## config.mk

```make
export PLATFORM = sky130hd
export DESIGN_NAME = pabm_top
export DESIGN_NICKNAME = d
export VERILOG_FILES = /design/src/logic/pabm_pkg.sv /design/src/logic/pabm_sync2.sv /design/src/logic/pabm_pin_cell.sv /design/src/logic/pabm_top.sv
export SDC_FILE = /design/constraint.sdc
export NUM_CORES = 1
export LEC_CHECK = 0
export BUFFER_PORTS_ARGS = -buffer_cell sky130_fd_sc_hd__buf_4
export CAP_MARGIN = 20
export CORE_MARGIN = 2
export CORE_UTILIZATION = 35
export DETAILED_ROUTE_END_ITERATION = 10
export SLEW_MARGIN = 40
export SYNTH_ARGS = -nofsm -noshare
export SYNTH_HDL_FRONTEND = slang
export SYNTH_HIERARCHICAL = 1
export SYNTH_SLANG_ARGS = --single-unit
```

## constraint.sdc

```tcl
create_clock -name aclk -period 5.2 [get_ports aclk]
set_input_delay 0 -clock aclk [delete_from_list [all_inputs] [get_ports aclk]]
set_output_delay 0 -clock aclk [all_outputs]
set_load 0.02 [all_outputs]
```

## src/logic/pabm_pkg.sv

```systemverilog
// shared constants, register map and carrier types of the port a/b pin mux
// assumes one 100 MHz clock, an axi4-lite register bus and same-clock peripherals
// Functional notes
// pull-up disable bit kills every port pull-up
// special register resets zero, bit 4 reads zero
// port a pads feed converter channels, no overrides
// software keeps port a outputs still during conversion
// clock pin forced input as spi slave
// miso pin forced input as spi master
// mosi pin forced input as spi slave
// select pin forced input as spi slave
// slave spi active only while select low
// forced spi input pull-up follows latch bit
// compare output reaches pad only when output
// software sets comparator pins input, no pull-up
// port b bit 2 routes external interrupt two
// port b bit 1 feeds timer one count
// port b bit 0 feeds timer zero, usart clock
// pull-up override else direction/latch/disable decode
// direction override else direction bit drives enable
// value override else latch drives pad value
// input enable override else sleep state decides
// spi off leaves serial pins plain io
package pabm_pkg;

  localparam int          PABM_AW          = 8;      // register address width
  localparam logic [7:0]  PABM_SFR_OFF     = 8'h00;  // special_function_io
  localparam logic [7:0]  PABM_DIR_A_OFF   = 8'h04;  // port a direction bits
  localparam logic [7:0]  PABM_LAT_A_OFF   = 8'h08;  // port a output latch bits
  localparam logic [7:0]  PABM_DIR_B_OFF   = 8'h0C;  // port b direction bits
  localparam logic [7:0]  PABM_LAT_B_OFF   = 8'h10;  // port b output latch bits
  localparam logic [7:0]  PABM_PIN_A_OFF   = 8'h14;  // port a pin levels, read only
  localparam logic [7:0]  PABM_PIN_B_OFF   = 8'h18;  // port b pin levels, read only
  localparam logic [7:0]  PABM_SFR_RST     = 8'h00;  // special register after reset
  localparam logic [7:0]  PABM_PORT_RST    = 8'h00;  // direction and latch after reset
  localparam logic [7:0]  PABM_SFR_WMASK   = 8'hEF;  // bit 4 is read only zero
  localparam int          PABM_PULLUP_OFF  = 2;      // global_pullup_disable position
  localparam int          PABM_RO_BIT      = 4;      // read-only bit position
  localparam logic [1:0]  PABM_RESP_OKAY   = 2'h0;   // axi okay
  localparam logic [1:0]  PABM_RESP_SLVERR = 2'h2;   // axi slave error

  // override bundle of one pin
  typedef struct packed {
    logic pullup_override_en;         // pull-up taken from the value below
    logic pullup_override_val;        // forced pull-up level
    logic direction_override_en;      // driver enable taken from below
    logic direction_override_val;     // forced driver enable
    logic value_override_en;          // pad value taken from below
    logic value_override_val;         // forced pad value
    logic input_enable_override_en;   // input enable taken from below
    logic input_enable_override_val;  // forced input enable
  } pabm_ovr_s;

  // controls arriving from the internal peripherals
  typedef struct packed {
    logic spi_enable;       // spi switched on
    logic spi_master;       // spi in master role
    logic spi_clk_out;      // master serial clock
    logic spi_slave_out;    // slave data out
    logic spi_master_out;   // master data out
    logic compare_en;       // timer zero compare output enabled
    logic compare_out;      // timer_zero_compare_out level
    logic irq_two_en;       // external_irq_two enabled
    logic usart_sync;       // usart synchronous mode
    logic usart_clk_out;    // usart clock when driven
    logic sleep_active;     // deep sleep clamps inputs
  } pabm_periph_s;

endpackage : pabm_pkg

```

## src/logic/pabm_sync2.sv

```systemverilog
// two flip-flop synchroniser for a vector of pad inputs
// assumes the inputs are asynchronous to aclk
`timescale 1ns/1ns
module pabm_sync2 #(
  parameter int WIDTH = 16
) (
  input  wire logic             aclk,
  input  wire logic             aresetn,
  input  wire logic [WIDTH-1:0] async_in,
  output logic      [WIDTH-1:0] sync_out
);

  logic [WIDTH-1:0] meta_reg;  // first stage, read only by second stage

  // two stages, cleared by reset
  always_ff @(posedge aclk) begin
    if (!aresetn) begin
      meta_reg <= '0;
      sync_out <= '0;
    end else begin
      meta_reg <= async_in;
      sync_out <= meta_reg;
    end
  end

endmodule : pabm_sync2

```

## src/logic/pabm_pin_cell.sv

```systemverilog
// generic override logic of one port pin
// assumes overrides come from same-clock peripheral logic
`timescale 1ns/1ns
module pabm_pin_cell (
  input  wire logic               pin_direction_bit,
  input  wire logic               pin_output_latch_bit,
  input  wire logic               global_pullup_disable,
  input  wire logic               sleep_active,
  input  wire pabm_pkg::pabm_ovr_s ovr,
  output logic                    drive_en,
  output logic                    drive_val,
  output logic                    pullup_en,
  output logic                    input_en
);

  // pull-up: override or {dir, latch, disable} == 0b010
  always_comb begin
    if (ovr.pullup_override_en) begin
      pullup_en = ovr.pullup_override_val;
    end else begin
      pullup_en = !pin_direction_bit && pin_output_latch_bit
                  && !global_pullup_disable;
    end
  end

  // output driver enable
  always_comb begin
    drive_en = ovr.direction_override_en ? ovr.direction_override_val
                                         : pin_direction_bit;
  end

  // pad value while driven
  always_comb begin
    drive_val = ovr.value_override_en ? ovr.value_override_val
                                      : pin_output_latch_bit;
  end

  // digital input enable, clamped in deep sleep
  always_comb begin
    input_en = ovr.input_enable_override_en ? ovr.input_enable_override_val
                                            : !sleep_active;
  end

endmodule : pabm_pin_cell

```

## src/logic/pabm_top.sv

```systemverilog
// port a/b pin mux with axi4-lite register slave
// assumes pads asynchronous, peripheral controls on aclk
//
// The implementer's own choices: the register addresses and register access over AXI4-Lite.
`timescale 1ns/1ns
module pabm_top (
  input  wire logic                 aclk,
  input  wire logic                 aresetn,
  input  wire logic [7:0]           s_axi_awaddr,
  input  wire logic                 s_axi_awvalid,
  output logic                      s_axi_awready,
  input  wire logic [31:0]          s_axi_wdata,
  input  wire logic [3:0]           s_axi_wstrb,
  input  wire logic                 s_axi_wvalid,
  output logic                      s_axi_wready,
  output logic [1:0]                s_axi_bresp,
  output logic                      s_axi_bvalid,
  input  wire logic                 s_axi_bready,
  input  wire logic [7:0]           s_axi_araddr,
  input  wire logic                 s_axi_arvalid,
  output logic                      s_axi_arready,
  output logic [31:0]               s_axi_rdata,
  output logic [1:0]                s_axi_rresp,
  output logic                      s_axi_rvalid,
  input  wire logic                 s_axi_rready,
  input  wire logic [7:0]           pad_a_in,
  output logic [7:0]                pad_a_out,
  output logic [7:0]                pad_a_oe,
  output logic [7:0]                pad_a_pullup,
  input  wire logic [7:0]           pad_b_in,
  output logic [7:0]                pad_b_out,
  output logic [7:0]                pad_b_oe,
  output logic [7:0]                pad_b_pullup,
  input  wire pabm_pkg::pabm_periph_s periph,
  output logic [7:0]                converter_channel_in,
  output logic                      comparator_positive_in,
  output logic                      comparator_negative_in,
  output logic                      spi_clk_in,
  output logic                      spi_master_in,
  output logic                      spi_slave_in,
  output logic                      spi_select_in,
  output logic                      spi_slave_active,
  output logic                      external_irq_two,
  output logic                      timer_one_count_in,
  output logic                      timer_zero_count_in,
  output logic                      usart_ext_clock
);

  logic [7:0]          special_function_io_reg;  // sfr storage
  logic [7:0]          dir_a_reg;                // port a direction
  logic [7:0]          lat_a_reg;                // port a latch
  logic [7:0]          dir_b_reg;                // port b direction
  logic [7:0]          lat_b_reg;                // port b latch
  logic                aw_held_reg;              // write address captured
  logic                w_held_reg;               // write data captured
  logic [7:0]          awaddr_reg;               // captured write address
  logic [7:0]          wdata_reg;                // captured low byte
  logic                wstrb0_reg;               // captured lane 0 strobe
  logic                bvalid_reg;               // write response pending
  logic [1:0]          bresp_reg;                // write response code
  logic                rvalid_reg;               // read response pending
  logic [31:0]         rdata_reg;                // read data
  logic [1:0]          rresp_reg;                // read response code
  logic [15:0]         pad_sync;                 // synchronised pads, b high
  logic [15:0]         din_reg;                  // gated digital inputs
  logic [15:0]         die_all;                  // input enables
  logic [15:0]         oe_all;                   // driver enables
  logic [15:0]         val_all;                  // driver values
  logic [15:0]         pu_all;                   // pull-up enables
  logic [15:0]         dir_all;                  // direction bits, b high
  logic [15:0]         lat_all;                  // latch bits, b high
  logic [15:0]         pad_out_reg;              // registered pad value
  logic [15:0]         pad_oe_reg;               // registered driver enable
  logic [15:0]         pad_pu_reg;               // registered pull-up
  logic                slave_active_reg;         // slave spi selected
  logic                pullup_off;               // global_pullup_disable
  logic                spi_slave;                // spi on, slave role
  logic                spi_mstr;                 // spi on, master role
  logic                do_write;                 // both write halves present
  pabm_pkg::pabm_ovr_s ovr_all [16];             // per-pin overrides

  assign pullup_off = special_function_io_reg[pabm_pkg::PABM_PULLUP_OFF];
  assign spi_slave = periph.spi_enable && !periph.spi_master;
  assign spi_mstr  = periph.spi_enable && periph.spi_master;
  assign dir_all   = {dir_b_reg, dir_a_reg};
  assign lat_all   = {lat_b_reg, lat_a_reg};
  assign do_write  = aw_held_reg && w_held_reg && !bvalid_reg;

  // axi handshake outputs
  assign s_axi_awready = !aw_held_reg && !bvalid_reg;
  assign s_axi_wready  = !w_held_reg && !bvalid_reg;
  assign s_axi_bvalid  = bvalid_reg;
  assign s_axi_bresp   = bresp_reg;
  assign s_axi_arready = !rvalid_reg;
  assign s_axi_rvalid  = rvalid_reg;
  assign s_axi_rdata   = rdata_reg;
  assign s_axi_rresp   = rresp_reg;

  // capture write address and data in either order
  always_ff @(posedge aclk) begin
    if (!aresetn) begin
      aw_held_reg <= 1'b0;
      w_held_reg  <= 1'b0;
      awaddr_reg  <= 8'h00;
      wdata_reg   <= 8'h00;
      wstrb0_reg  <= 1'b0;
    end else begin
      if (s_axi_awvalid && s_axi_awready) begin
        aw_held_reg <= 1'b1;
        awaddr_reg  <= s_axi_awaddr;
      end else if (do_write) begin
        aw_held_reg <= 1'b0;
      end
      if (s_axi_wvalid && s_axi_wready) begin
        w_held_reg <= 1'b1;
        wdata_reg  <= s_axi_wdata[7:0];
        wstrb0_reg <= s_axi_wstrb[0];
      end else if (do_write) begin
        w_held_reg <= 1'b0;
      end
    end
  end

  // write response, error for unmapped or read-only words
  always_ff @(posedge aclk) begin
    if (!aresetn) begin
      bvalid_reg <= 1'b0;
      bresp_reg  <= pabm_pkg::PABM_RESP_OKAY;
    end else if (do_write) begin
      bvalid_reg <= 1'b1;
      case (awaddr_reg)
        pabm_pkg::PABM_SFR_OFF,
        pabm_pkg::PABM_DIR_A_OFF,
        pabm_pkg::PABM_LAT_A_OFF,
        pabm_pkg::PABM_DIR_B_OFF,
        pabm_pkg::PABM_LAT_B_OFF: bresp_reg <= pabm_pkg::PABM_RESP_OKAY;
        default:                  bresp_reg <= pabm_pkg::PABM_RESP_SLVERR;
      endcase
    end else if (s_axi_bready) begin
      bvalid_reg <= 1'b0;
    end
  end

  // register stores, lane 0 only
  always_ff @(posedge aclk) begin
    if (!aresetn) begin
      special_function_io_reg <= pabm_pkg::PABM_SFR_RST;
      dir_a_reg               <= pabm_pkg::PABM_PORT_RST;
      lat_a_reg               <= pabm_pkg::PABM_PORT_RST;
      dir_b_reg               <= pabm_pkg::PABM_PORT_RST;
      lat_b_reg               <= pabm_pkg::PABM_PORT_RST;
    end else if (do_write && wstrb0_reg) begin
      case (awaddr_reg)
        pabm_pkg::PABM_SFR_OFF:   begin
          special_function_io_reg <= wdata_reg & pabm_pkg::PABM_SFR_WMASK;
        end
        pabm_pkg::PABM_DIR_A_OFF: dir_a_reg <= wdata_reg;
        pabm_pkg::PABM_LAT_A_OFF: lat_a_reg <= wdata_reg;
        pabm_pkg::PABM_DIR_B_OFF: dir_b_reg <= wdata_reg;
        pabm_pkg::PABM_LAT_B_OFF: lat_b_reg <= wdata_reg;
        default:                  ;
      endcase
    end
  end

  // read channel, registered data
  always_ff @(posedge aclk) begin
    if (!aresetn) begin
      rvalid_reg <= 1'b0;
      rdata_reg  <= 32'h0000_0000;
      rresp_reg  <= pabm_pkg::PABM_RESP_OKAY;
    end else if (s_axi_arvalid && s_axi_arready) begin
      rvalid_reg <= 1'b1;
      rresp_reg  <= pabm_pkg::PABM_RESP_OKAY;
      case (s_axi_araddr)
        pabm_pkg::PABM_SFR_OFF:   rdata_reg <= {24'h00_0000, special_function_io_reg};
        pabm_pkg::PABM_DIR_A_OFF: rdata_reg <= {24'h00_0000, dir_a_reg};
        pabm_pkg::PABM_LAT_A_OFF: rdata_reg <= {24'h00_0000, lat_a_reg};
        pabm_pkg::PABM_DIR_B_OFF: rdata_reg <= {24'h00_0000, dir_b_reg};
        pabm_pkg::PABM_LAT_B_OFF: rdata_reg <= {24'h00_0000, lat_b_reg};
        pabm_pkg::PABM_PIN_A_OFF: rdata_reg <= {24'h00_0000, din_reg[7:0]};
        pabm_pkg::PABM_PIN_B_OFF: rdata_reg <= {24'h00_0000, din_reg[15:8]};
        default: begin
          rdata_reg <= 32'h0000_0000;
          rresp_reg <= pabm_pkg::PABM_RESP_SLVERR;
        end
      endcase
    end else if (s_axi_rready) begin
      rvalid_reg <= 1'b0;
    end
  end

  // all pins plain, port a stays so; slave forces clk, mosi, select in, master miso
  always_comb begin
    for (int k = 0; k < 16; k++) begin
      ovr_all[k] = '0;
    end
    ovr_all[15].pullup_override_en        = spi_slave;
    ovr_all[15].direction_override_en     = spi_slave;
    ovr_all[15].pullup_override_val       = lat_b_reg[7] && !pullup_off;
    ovr_all[15].value_override_en         = spi_mstr;
    ovr_all[15].value_override_val        = periph.spi_clk_out;
    ovr_all[14].pullup_override_en        = spi_mstr;
    ovr_all[14].direction_override_en     = spi_mstr;
    ovr_all[14].pullup_override_val       = lat_b_reg[6] && !pullup_off;
    ovr_all[14].value_override_en         = spi_slave;
    ovr_all[14].value_override_val        = periph.spi_slave_out;
    ovr_all[13].pullup_override_en        = spi_slave;
    ovr_all[13].direction_override_en     = spi_slave;
    ovr_all[13].pullup_override_val       = lat_b_reg[5] && !pullup_off;
    ovr_all[13].value_override_en         = spi_mstr;
    ovr_all[13].value_override_val        = periph.spi_master_out;
    ovr_all[12].pullup_override_en        = spi_slave;
    ovr_all[12].direction_override_en     = spi_slave;
    ovr_all[12].pullup_override_val       = lat_b_reg[4] && !pullup_off;
    ovr_all[11].value_override_en         = periph.compare_en;
    ovr_all[11].value_override_val        = periph.compare_out;
    ovr_all[10].input_enable_override_en  = periph.irq_two_en;
    ovr_all[10].input_enable_override_val = 1'b1;
    ovr_all[8].value_override_en          = periph.usart_sync;
    ovr_all[8].value_override_val         = periph.usart_clk_out;
  end

  // one override cell per pin
  genvar gi;
  generate
    for (gi = 0; gi < 16; gi++) begin : g_pin
      pabm_pin_cell u_cell (
        .pin_direction_bit     (dir_all[gi]),
        .pin_output_latch_bit  (lat_all[gi]),
        .global_pullup_disable (pullup_off),
        .sleep_active          (periph.sleep_active),
        .ovr                   (ovr_all[gi]),
        .drive_en              (oe_all[gi]),
        .drive_val             (val_all[gi]),
        .pullup_en             (pu_all[gi]),
        .input_en              (die_all[gi])
      );
    end
  endgenerate

  // pad inputs into the clock domain
  pabm_sync2 #(
    .WIDTH (16)
  ) u_sync (
    .aclk     (aclk),
    .aresetn  (aresetn),
    .async_in ({pad_b_in, pad_a_in}),
    .sync_out (pad_sync)
  );

  // registered pad controls
  always_ff @(posedge aclk) begin
    if (!aresetn) begin
      pad_out_reg <= 16'h0000;
      pad_oe_reg  <= 16'h0000;
      pad_pu_reg  <= 16'h0000;
    end else begin
      pad_out_reg <= val_all;
      pad_oe_reg  <= oe_all;
      pad_pu_reg  <= pu_all;
    end
  end

  // gated digital inputs and slave selection
  always_ff @(posedge aclk) begin
    if (!aresetn) begin
      din_reg          <= 16'h0000;
      slave_active_reg <= 1'b0;
    end else begin
      din_reg          <= pad_sync & die_all;
      slave_active_reg <= spi_slave && !pad_sync[12];
    end
  end

  assign pad_a_out    = pad_out_reg[7:0];
  assign pad_a_oe     = pad_oe_reg[7:0];
  assign pad_a_pullup = pad_pu_reg[7:0];
  assign pad_b_out    = pad_out_reg[15:8];
  assign pad_b_oe     = pad_oe_reg[15:8];
  assign pad_b_pullup = pad_pu_reg[15:8];

  // analog paths straight from the pads
  assign converter_channel_in   = pad_a_in;
  assign comparator_positive_in = pad_b_in[2];
  assign comparator_negative_in = pad_b_in[3];

  // digital inputs to peripherals
  assign spi_clk_in          = din_reg[15];
  assign spi_master_in       = din_reg[14];
  assign spi_slave_in        = din_reg[13];
  assign spi_select_in       = din_reg[12];
  assign spi_slave_active    = slave_active_reg;
  assign external_irq_two    = din_reg[10];
  assign timer_one_count_in  = din_reg[9];
  assign timer_zero_count_in = din_reg[8];
  assign usart_ext_clock     = din_reg[8];

  // pull-up disable clears every pull-up
  property p_pullup_kill;
    @(posedge aclk) disable iff (!aresetn)
      pullup_off |=> (pad_a_pullup == 8'h00) && (pad_b_pullup == 8'h00);
  endproperty
  a_pullup_kill: assert property (p_pullup_kill) else $error("pull-up on while disabled");
  // bit 4 never stored
  property p_sfr_ro;
    @(posedge aclk) disable iff (!aresetn)
      do_write |=> special_function_io_reg[pabm_pkg::PABM_RO_BIT] == 1'b0;
  endproperty
  a_sfr_ro: assert property (p_sfr_ro) else $error("read-only bit set");
  // port a follows plain decode only
  property p_port_a_plain;
    @(posedge aclk) disable iff (!aresetn)
      1'b1 |=> (pad_a_oe == $past(dir_a_reg)) && (pad_a_out == $past(lat_a_reg))
        && (pad_a_pullup == ($past(~dir_a_reg & lat_a_reg) & {8{!$past(pullup_off)}}));
  endproperty
  a_port_a_plain: assert property (p_port_a_plain) else $error("port a overridden");
  // slave role releases clock, mosi and select pins
  property p_clk_slave_in;
    @(posedge aclk) disable iff (!aresetn)
      spi_slave |=> !pad_b_oe[7] && !pad_b_oe[5] && !pad_b_oe[4];
  endproperty
  a_clk_slave_in: assert property (p_clk_slave_in) else $error("slave pin driven");
  // master role releases miso pin
  property p_miso_master_in;
    @(posedge aclk) disable iff (!aresetn)
      spi_mstr |=> !pad_b_oe[6];
  endproperty
  a_miso_master_in: assert property (p_miso_master_in) else $error("miso driven");
  // master role keeps mosi under direction bit, driving spi data
  property p_mosi_master;
    @(posedge aclk) disable iff (!aresetn)
      spi_mstr && dir_b_reg[5] |=> pad_b_oe[5] && pad_b_out[5] == $past(periph.spi_master_out);
  endproperty
  a_mosi_master: assert property (p_mosi_master) else $error("mosi not driven");
  // select pin under direction bit as master
  property p_sel_master;
    @(posedge aclk) disable iff (!aresetn)
      spi_mstr |=> pad_b_oe[4] == $past(dir_b_reg[4]);
  endproperty
  a_sel_master: assert property (p_sel_master) else $error("select direction wrong");
  // slave active only after low select
  property p_slave_active;
    @(posedge aclk) disable iff (!aresetn)
      spi_slave_active |-> !$past(pad_sync[12]) && $past(spi_slave);
  endproperty
  a_slave_active: assert property (p_slave_active) else $error("slave active wrongly");
  // forced input pull-up tracks latch
  property p_forced_pullup;
    @(posedge aclk) disable iff (!aresetn)
      spi_slave |=> pad_b_pullup[7] == $past(lat_b_reg[7] && !pullup_off);
  endproperty
  a_forced_pullup: assert property (p_forced_pullup) else $error("forced pull-up wrong");
  // compare output only with direction set
  property p_compare_out;
    @(posedge aclk) disable iff (!aresetn)
      periph.compare_en |=> (pad_b_oe[3] == $past(dir_b_reg[3]))
        && (pad_b_out[3] == $past(periph.compare_out));
  endproperty
  a_compare_out: assert property (p_compare_out) else $error("compare pin wrong");
  // spi off gives plain io on serial pins
  property p_spi_off;
    @(posedge aclk) disable iff (!aresetn)
      !periph.spi_enable |=> (pad_b_oe[7:4] == $past(dir_b_reg[7:4]))
        && (pad_b_out[7:4] == $past(lat_b_reg[7:4]));
  endproperty
  a_spi_off: assert property (p_spi_off) else $error("serial pin overridden");

endmodule : pabm_top

```

After elaboration in Yosys (flattened, before gate mapping). Index checks and enable logic that the tools add are counted. Widths: inputs -> output; s select.

Flip-flop bits (word level): 193. Bits of input ports: 86. Output and inout port bits: 108.

Equal/unequal tests: 10. Mux-type cells: 20. Bitwise gates (word level): 2. Reductions and logical operators: 86.

Operators by type and width (count): $pmux 8 s7 (1); $logic_and 1x1->1 (47); $eq 8x4->1 const B (4); $eq 8x5->1 const B (4); $logic_not 1->1 (24); $mux 1 (17); $and 16x16->16 (1); $eq 8x3->1 const B (2); $logic_not 8->1 (2); $reduce_and 2->1 (5); $reduce_bool 2->1 (4); $reduce_or 7->1 (1); $reduce_or 5->1 (1); $mux 2 (2); $reduce_or 2->1 (2); $not 1->1 (1).

Depth between registers and ports, before layout.
Word-level depth: 4. Gate-level depth with buffers: 7.

Modules after synthesis. Netlist, hierarchy kept.

Modules (own cells, without submodules): pabm_top (instances 1, cells an instance 529, area an instance 5221.3 µm²); pabm_sync2 (instances 1, cells an instance 67, area an instance 895.9 µm²); pabm_pin_cell (instances 16, cells an instance 8, area an instance 52.6 µm²).

Worst setup path after synthesis. OpenSTA, ideal clock, no wires.

Path type: register to register. Start: reg awaddr_reg[0]. End: reg lat_a_reg[6]. Data arrival time: 2.228 ns. Required time: 5.086 ns. Setup slack: 2.858 ns. Stages on the path, launching flop included: 8. Buffers on the path: 2. Period minus slack after synthesis: 2.342 ns. Path through: dfxtp_1 or4_4 or4b_4 or4b_1 buf_6 buf_12 nand3_2 o21ai_2.

Longest elaborated chain between the ends: 2.

RTL lines: start, declared (RTL line pabm_top.sv:56) `logic [7:0] awaddr_reg;`; start signal, assigned (RTL line pabm_top.sv:110) `awaddr_reg <= s_axi_awaddr;`; $eq 8x4->1 (RTL line pabm_top.sv:153) `case (awaddr_reg)`; $reduce_and 2->1 (no source line); end signal, assigned (RTL line pabm_top.sv:149) `lat_a_reg <= pabm_pkg::PABM_PORT_RST;`; end signal, assigned (RTL line pabm_top.sv:158) `pabm_pkg::PABM_LAT_A_OFF: lat_a_reg <= wdata_reg;`; end, declared (RTL line pabm_top.sv:51) `logic [7:0] lat_a_reg;`.

No other way between the ends. A chain may end at the register's enable or synchronous reset.

Worst setup path after layout.
Start: reg awaddr_reg[0]. End: reg lat_a_reg[2].

The elaborated chain is that of the path after synthesis.

==> impl_metrics.env <==
export IMPL_status="finished, final reports clean"
export IMPL_worstPathCellList="or4_4 -> or4b_4 -> or4b_1 -> nand3_1 -> o21ai_2"
export IMPL_drc=0
export IMPL_ys_flop_type="dfxtp_1"
export IMPL_grt_pass1_wl_microns=25700
export IMPL_yosysUniqueCellTypes=45
export IMPL_routedWlPerCell_microns=12.4
export IMPL_avgSynthCellArea_sq_um=9.61
export IMPL_die_area_sq_um=21000
export IMPL_fp_dieH_microns=145
export IMPL_hold_class="in2reg"
export IMPL_h_tree_depth=4
export IMPL_power_leakage_nw=4.28
export IMPL_max_slew_margin_rel_pct=47.4
export IMPL_utilization_pct=49.5
export IMPL_tns_ps=0
export IMPL_clk_path_buf_depth=2
export IMPL_crit_fanout=16
export IMPL_layout_nets=1117
export IMPL_arrival_ps=3020
export IMPL_tightest_slew_ps=789
export IMPL_slowest_stage="or4b_1"
export IMPL_initial_core_util_pct=35.8
export IMPL_synth_top_cell_by_area="dfxtp_1"
export IMPL_ys_async_sr_fraction_pct=0
export IMPL_ys_warn_count=6
export IMPL_num_vias=5388
export IMPL_required_ps=5490
export IMPL_vdd_drop_max_uv=215
export IMPL_place_congestion=0.892
export IMPL_cts_setup_buffers=0
export IMPL_cts_buffers=17
export IMPL_drt_pass1_iter_count=4
export IMPL_clk_pin_slew_ps=70
export IMPL_worstSkewPairLatency_ps=420
export IMPL_grt_pass1_vias=4906
export IMPL_finalCritPeriodShare_pct=52.5
export IMPL_drive_gt1_share_pct=24.8
export IMPL_fillCellCount=1886
export IMPL_antenna_found_initial=0
export IMPL_cts_num_sinks=167
export IMPL_post_route_min_period_ps=2730
export IMPL_die_x_microns=145
export IMPL_synth_top_area_share_pct=48.0
export IMPL_fmax_mhz=366
export IMPL_cts_tree="built"
export IMPL_maxSlewViolCount=0
export IMPL_cp_start_kind="register"
export IMPL_core_area_sq_um=19500
export IMPL_rsz0062_at_grt="no"
export IMPL_drt_iter0_drc=250
export IMPL_drt_total_wl_microns=16200
export IMPL_grt_overflow=0
export IMPL_drtAntennaViolNets=0
export IMPL_final_hold_viol_count=0
export IMPL_synthesis_area_sq_um=6960
export IMPL_maxCapViolCount=0
export IMPL_ios=194
export IMPL_power_density_nw_per_um2=299
export IMPL_end_kind="register"
export IMPL_synthCells=724
export IMPL_syn_to_final_growth_pct=38.4
export IMPL_grtUsageTotal_pct=15.6
export IMPL_dpl_hpwl_microns=11500
export IMPL_root_buffer="clkbuf_16"
export IMPL_core_rowCount=51
export IMPL_finalClockSkew_ps=5.15
export IMPL_worstSetupPathType="reg2reg"
export IMPL_ys_top_cells_by_area="dfxtp_1 (48%), nand2_1 (6.0%), and2_1 (4.7%)"
export IMPL_portBuffers=140
export IMPL_vias_per_cell=4.12
export IMPL_diodes=0
export IMPL_grt_max_degree=121
export IMPL_seq_area_frac_synth_pct=48.0
export IMPL_synth_seq_cells=167
export IMPL_slowest_delay_ps=870
export IMPL_setup_viol_count_final=0
export IMPL_cts_repair_resized=0
export IMPL_synth_edf_count=0
## metal layers
layer	vias up	GRT usage (%)	wire length (microns)
li1	2855	-	-
met1	2374	19.8	7510
met2	140	25.4	7620
met3	19	3.99	816
met4	0	5.74	285
met5	-	0	0
## cell families (layout without fill, tap and decap cells)
group                  count (synthesis)  after routing  synth area share [%]
AND/OR/NAND/NOR                      292            292                  22.9
flip-flops                           167            167                  48.0
AO/OA/AOI/OAI                        122            122                  13.5
buffers and inverters                 87            240                  7.16
multiplexers                          54             54                  8.33
other                                  2            169                 0.108
## critical path, delay by kind of cell (launching register included)
family | cells | cell delay [ps]
AO/OA/AOI/OAI | 1 | 60
flip-flops | 1 | 310
AND/OR/NAND/NOR | 4 | 2230
## layout by cell type (no fill, tap or decap), types with 20 or more instances in the layout
cell	instances
conb_1	169
dfxtp_1	167
buf_4	142
nand2_1	111
and2_1	52
o21ai_0	52
dlygate4sd3_1	46
nor2b_1	35
mux2i_1	32
and2_2	32
mux2_2	21
a21boi_0	20
## synthesized netlist by cell type (3+ instances only)
library cell and instances:
mux2i_1 32, buf_1 3, and2_1 52, nand3_1 14, and2_2 32, inv_1 19, a22oi_1 9, nand2_1 111
o41ai_2 16, o21ai_2 8, nor4b_1 3, a211oi_1 4, a21boi_0 20, buf_4 38, nand3b_1 3, mux2_2 21
o22ai_1 3, nor2_1 13, nor2b_1 35, and3_1 16, o21ai_0 52, clkbuf_2 3, dfxtp_1 167, clkbuf_1 21
## repair_timing
item	in CTS	in global routing
setup endpoints to repair	0	0
hold buffers	46	0
endpoints found under the hold margin	41	0
## through the flow
step	setup slack [ps]	cells	total power, W	cell area (sq um)	hold WS, ps
floorplan	2860	891	0.00154	7580	113
global placement	2380	1231	0.00162	8570	206
detailed placement	2470	1231	0.00162	8580	206
CTS	2460	1309	0.00292	9630	22.4
global route	2390	1309	0.00300	9630	45.8
finish	2470	1309	0.00288	9630	29.8
## final timing paths
| kind | startpoint | endpoint | slack, ps | depth (start not counted) |
|---|---|---|---|---|
| setup / recovery | awaddr_reg[0]$_SDFFE_PN0P_ | lat_a_reg[2]$_SDFFE_PN0P_ | 2470 | 5 |
| hold / removal | periph[0] | din_reg[12]$_SDFF_PN0_ | 30 | 3 |
| setup reg to reg | awaddr_reg[0]$_SDFFE_PN0P_ | lat_a_reg[2]$_SDFFE_PN0P_ | 2470 | 5 |
| hold reg to reg | u_sync/meta_reg[14]$_SDFF_PN0_ | u_sync/sync_out[14]$_SDFF_PN0_ | 440 | 1 |
## where the power goes
group | switching [W] | total, W | internal (W)
sequential | 0.0000237 | 0.00134 | 0.00132
clock | 0.000537 | 0.00125 | 0.000717
combinational | 0.000146 | 0.000281 | 0.000135
## layout make-up
class | count | area (sq um) | area share, %
multi-input combinational | 637 | 3760 | 39.0
sequential | 167 | 3340 | 34.7
timing repair buffer | 189 | 1540 | 16.0
clock buffer | 17 | 425 | 4.42
tap | 265 | 332 | 3.44
clock inverter | 15 | 165 | 1.71
inverter | 19 | 71.3 | 0.740
Note: power is estimated with default switching activity, not from simulation.
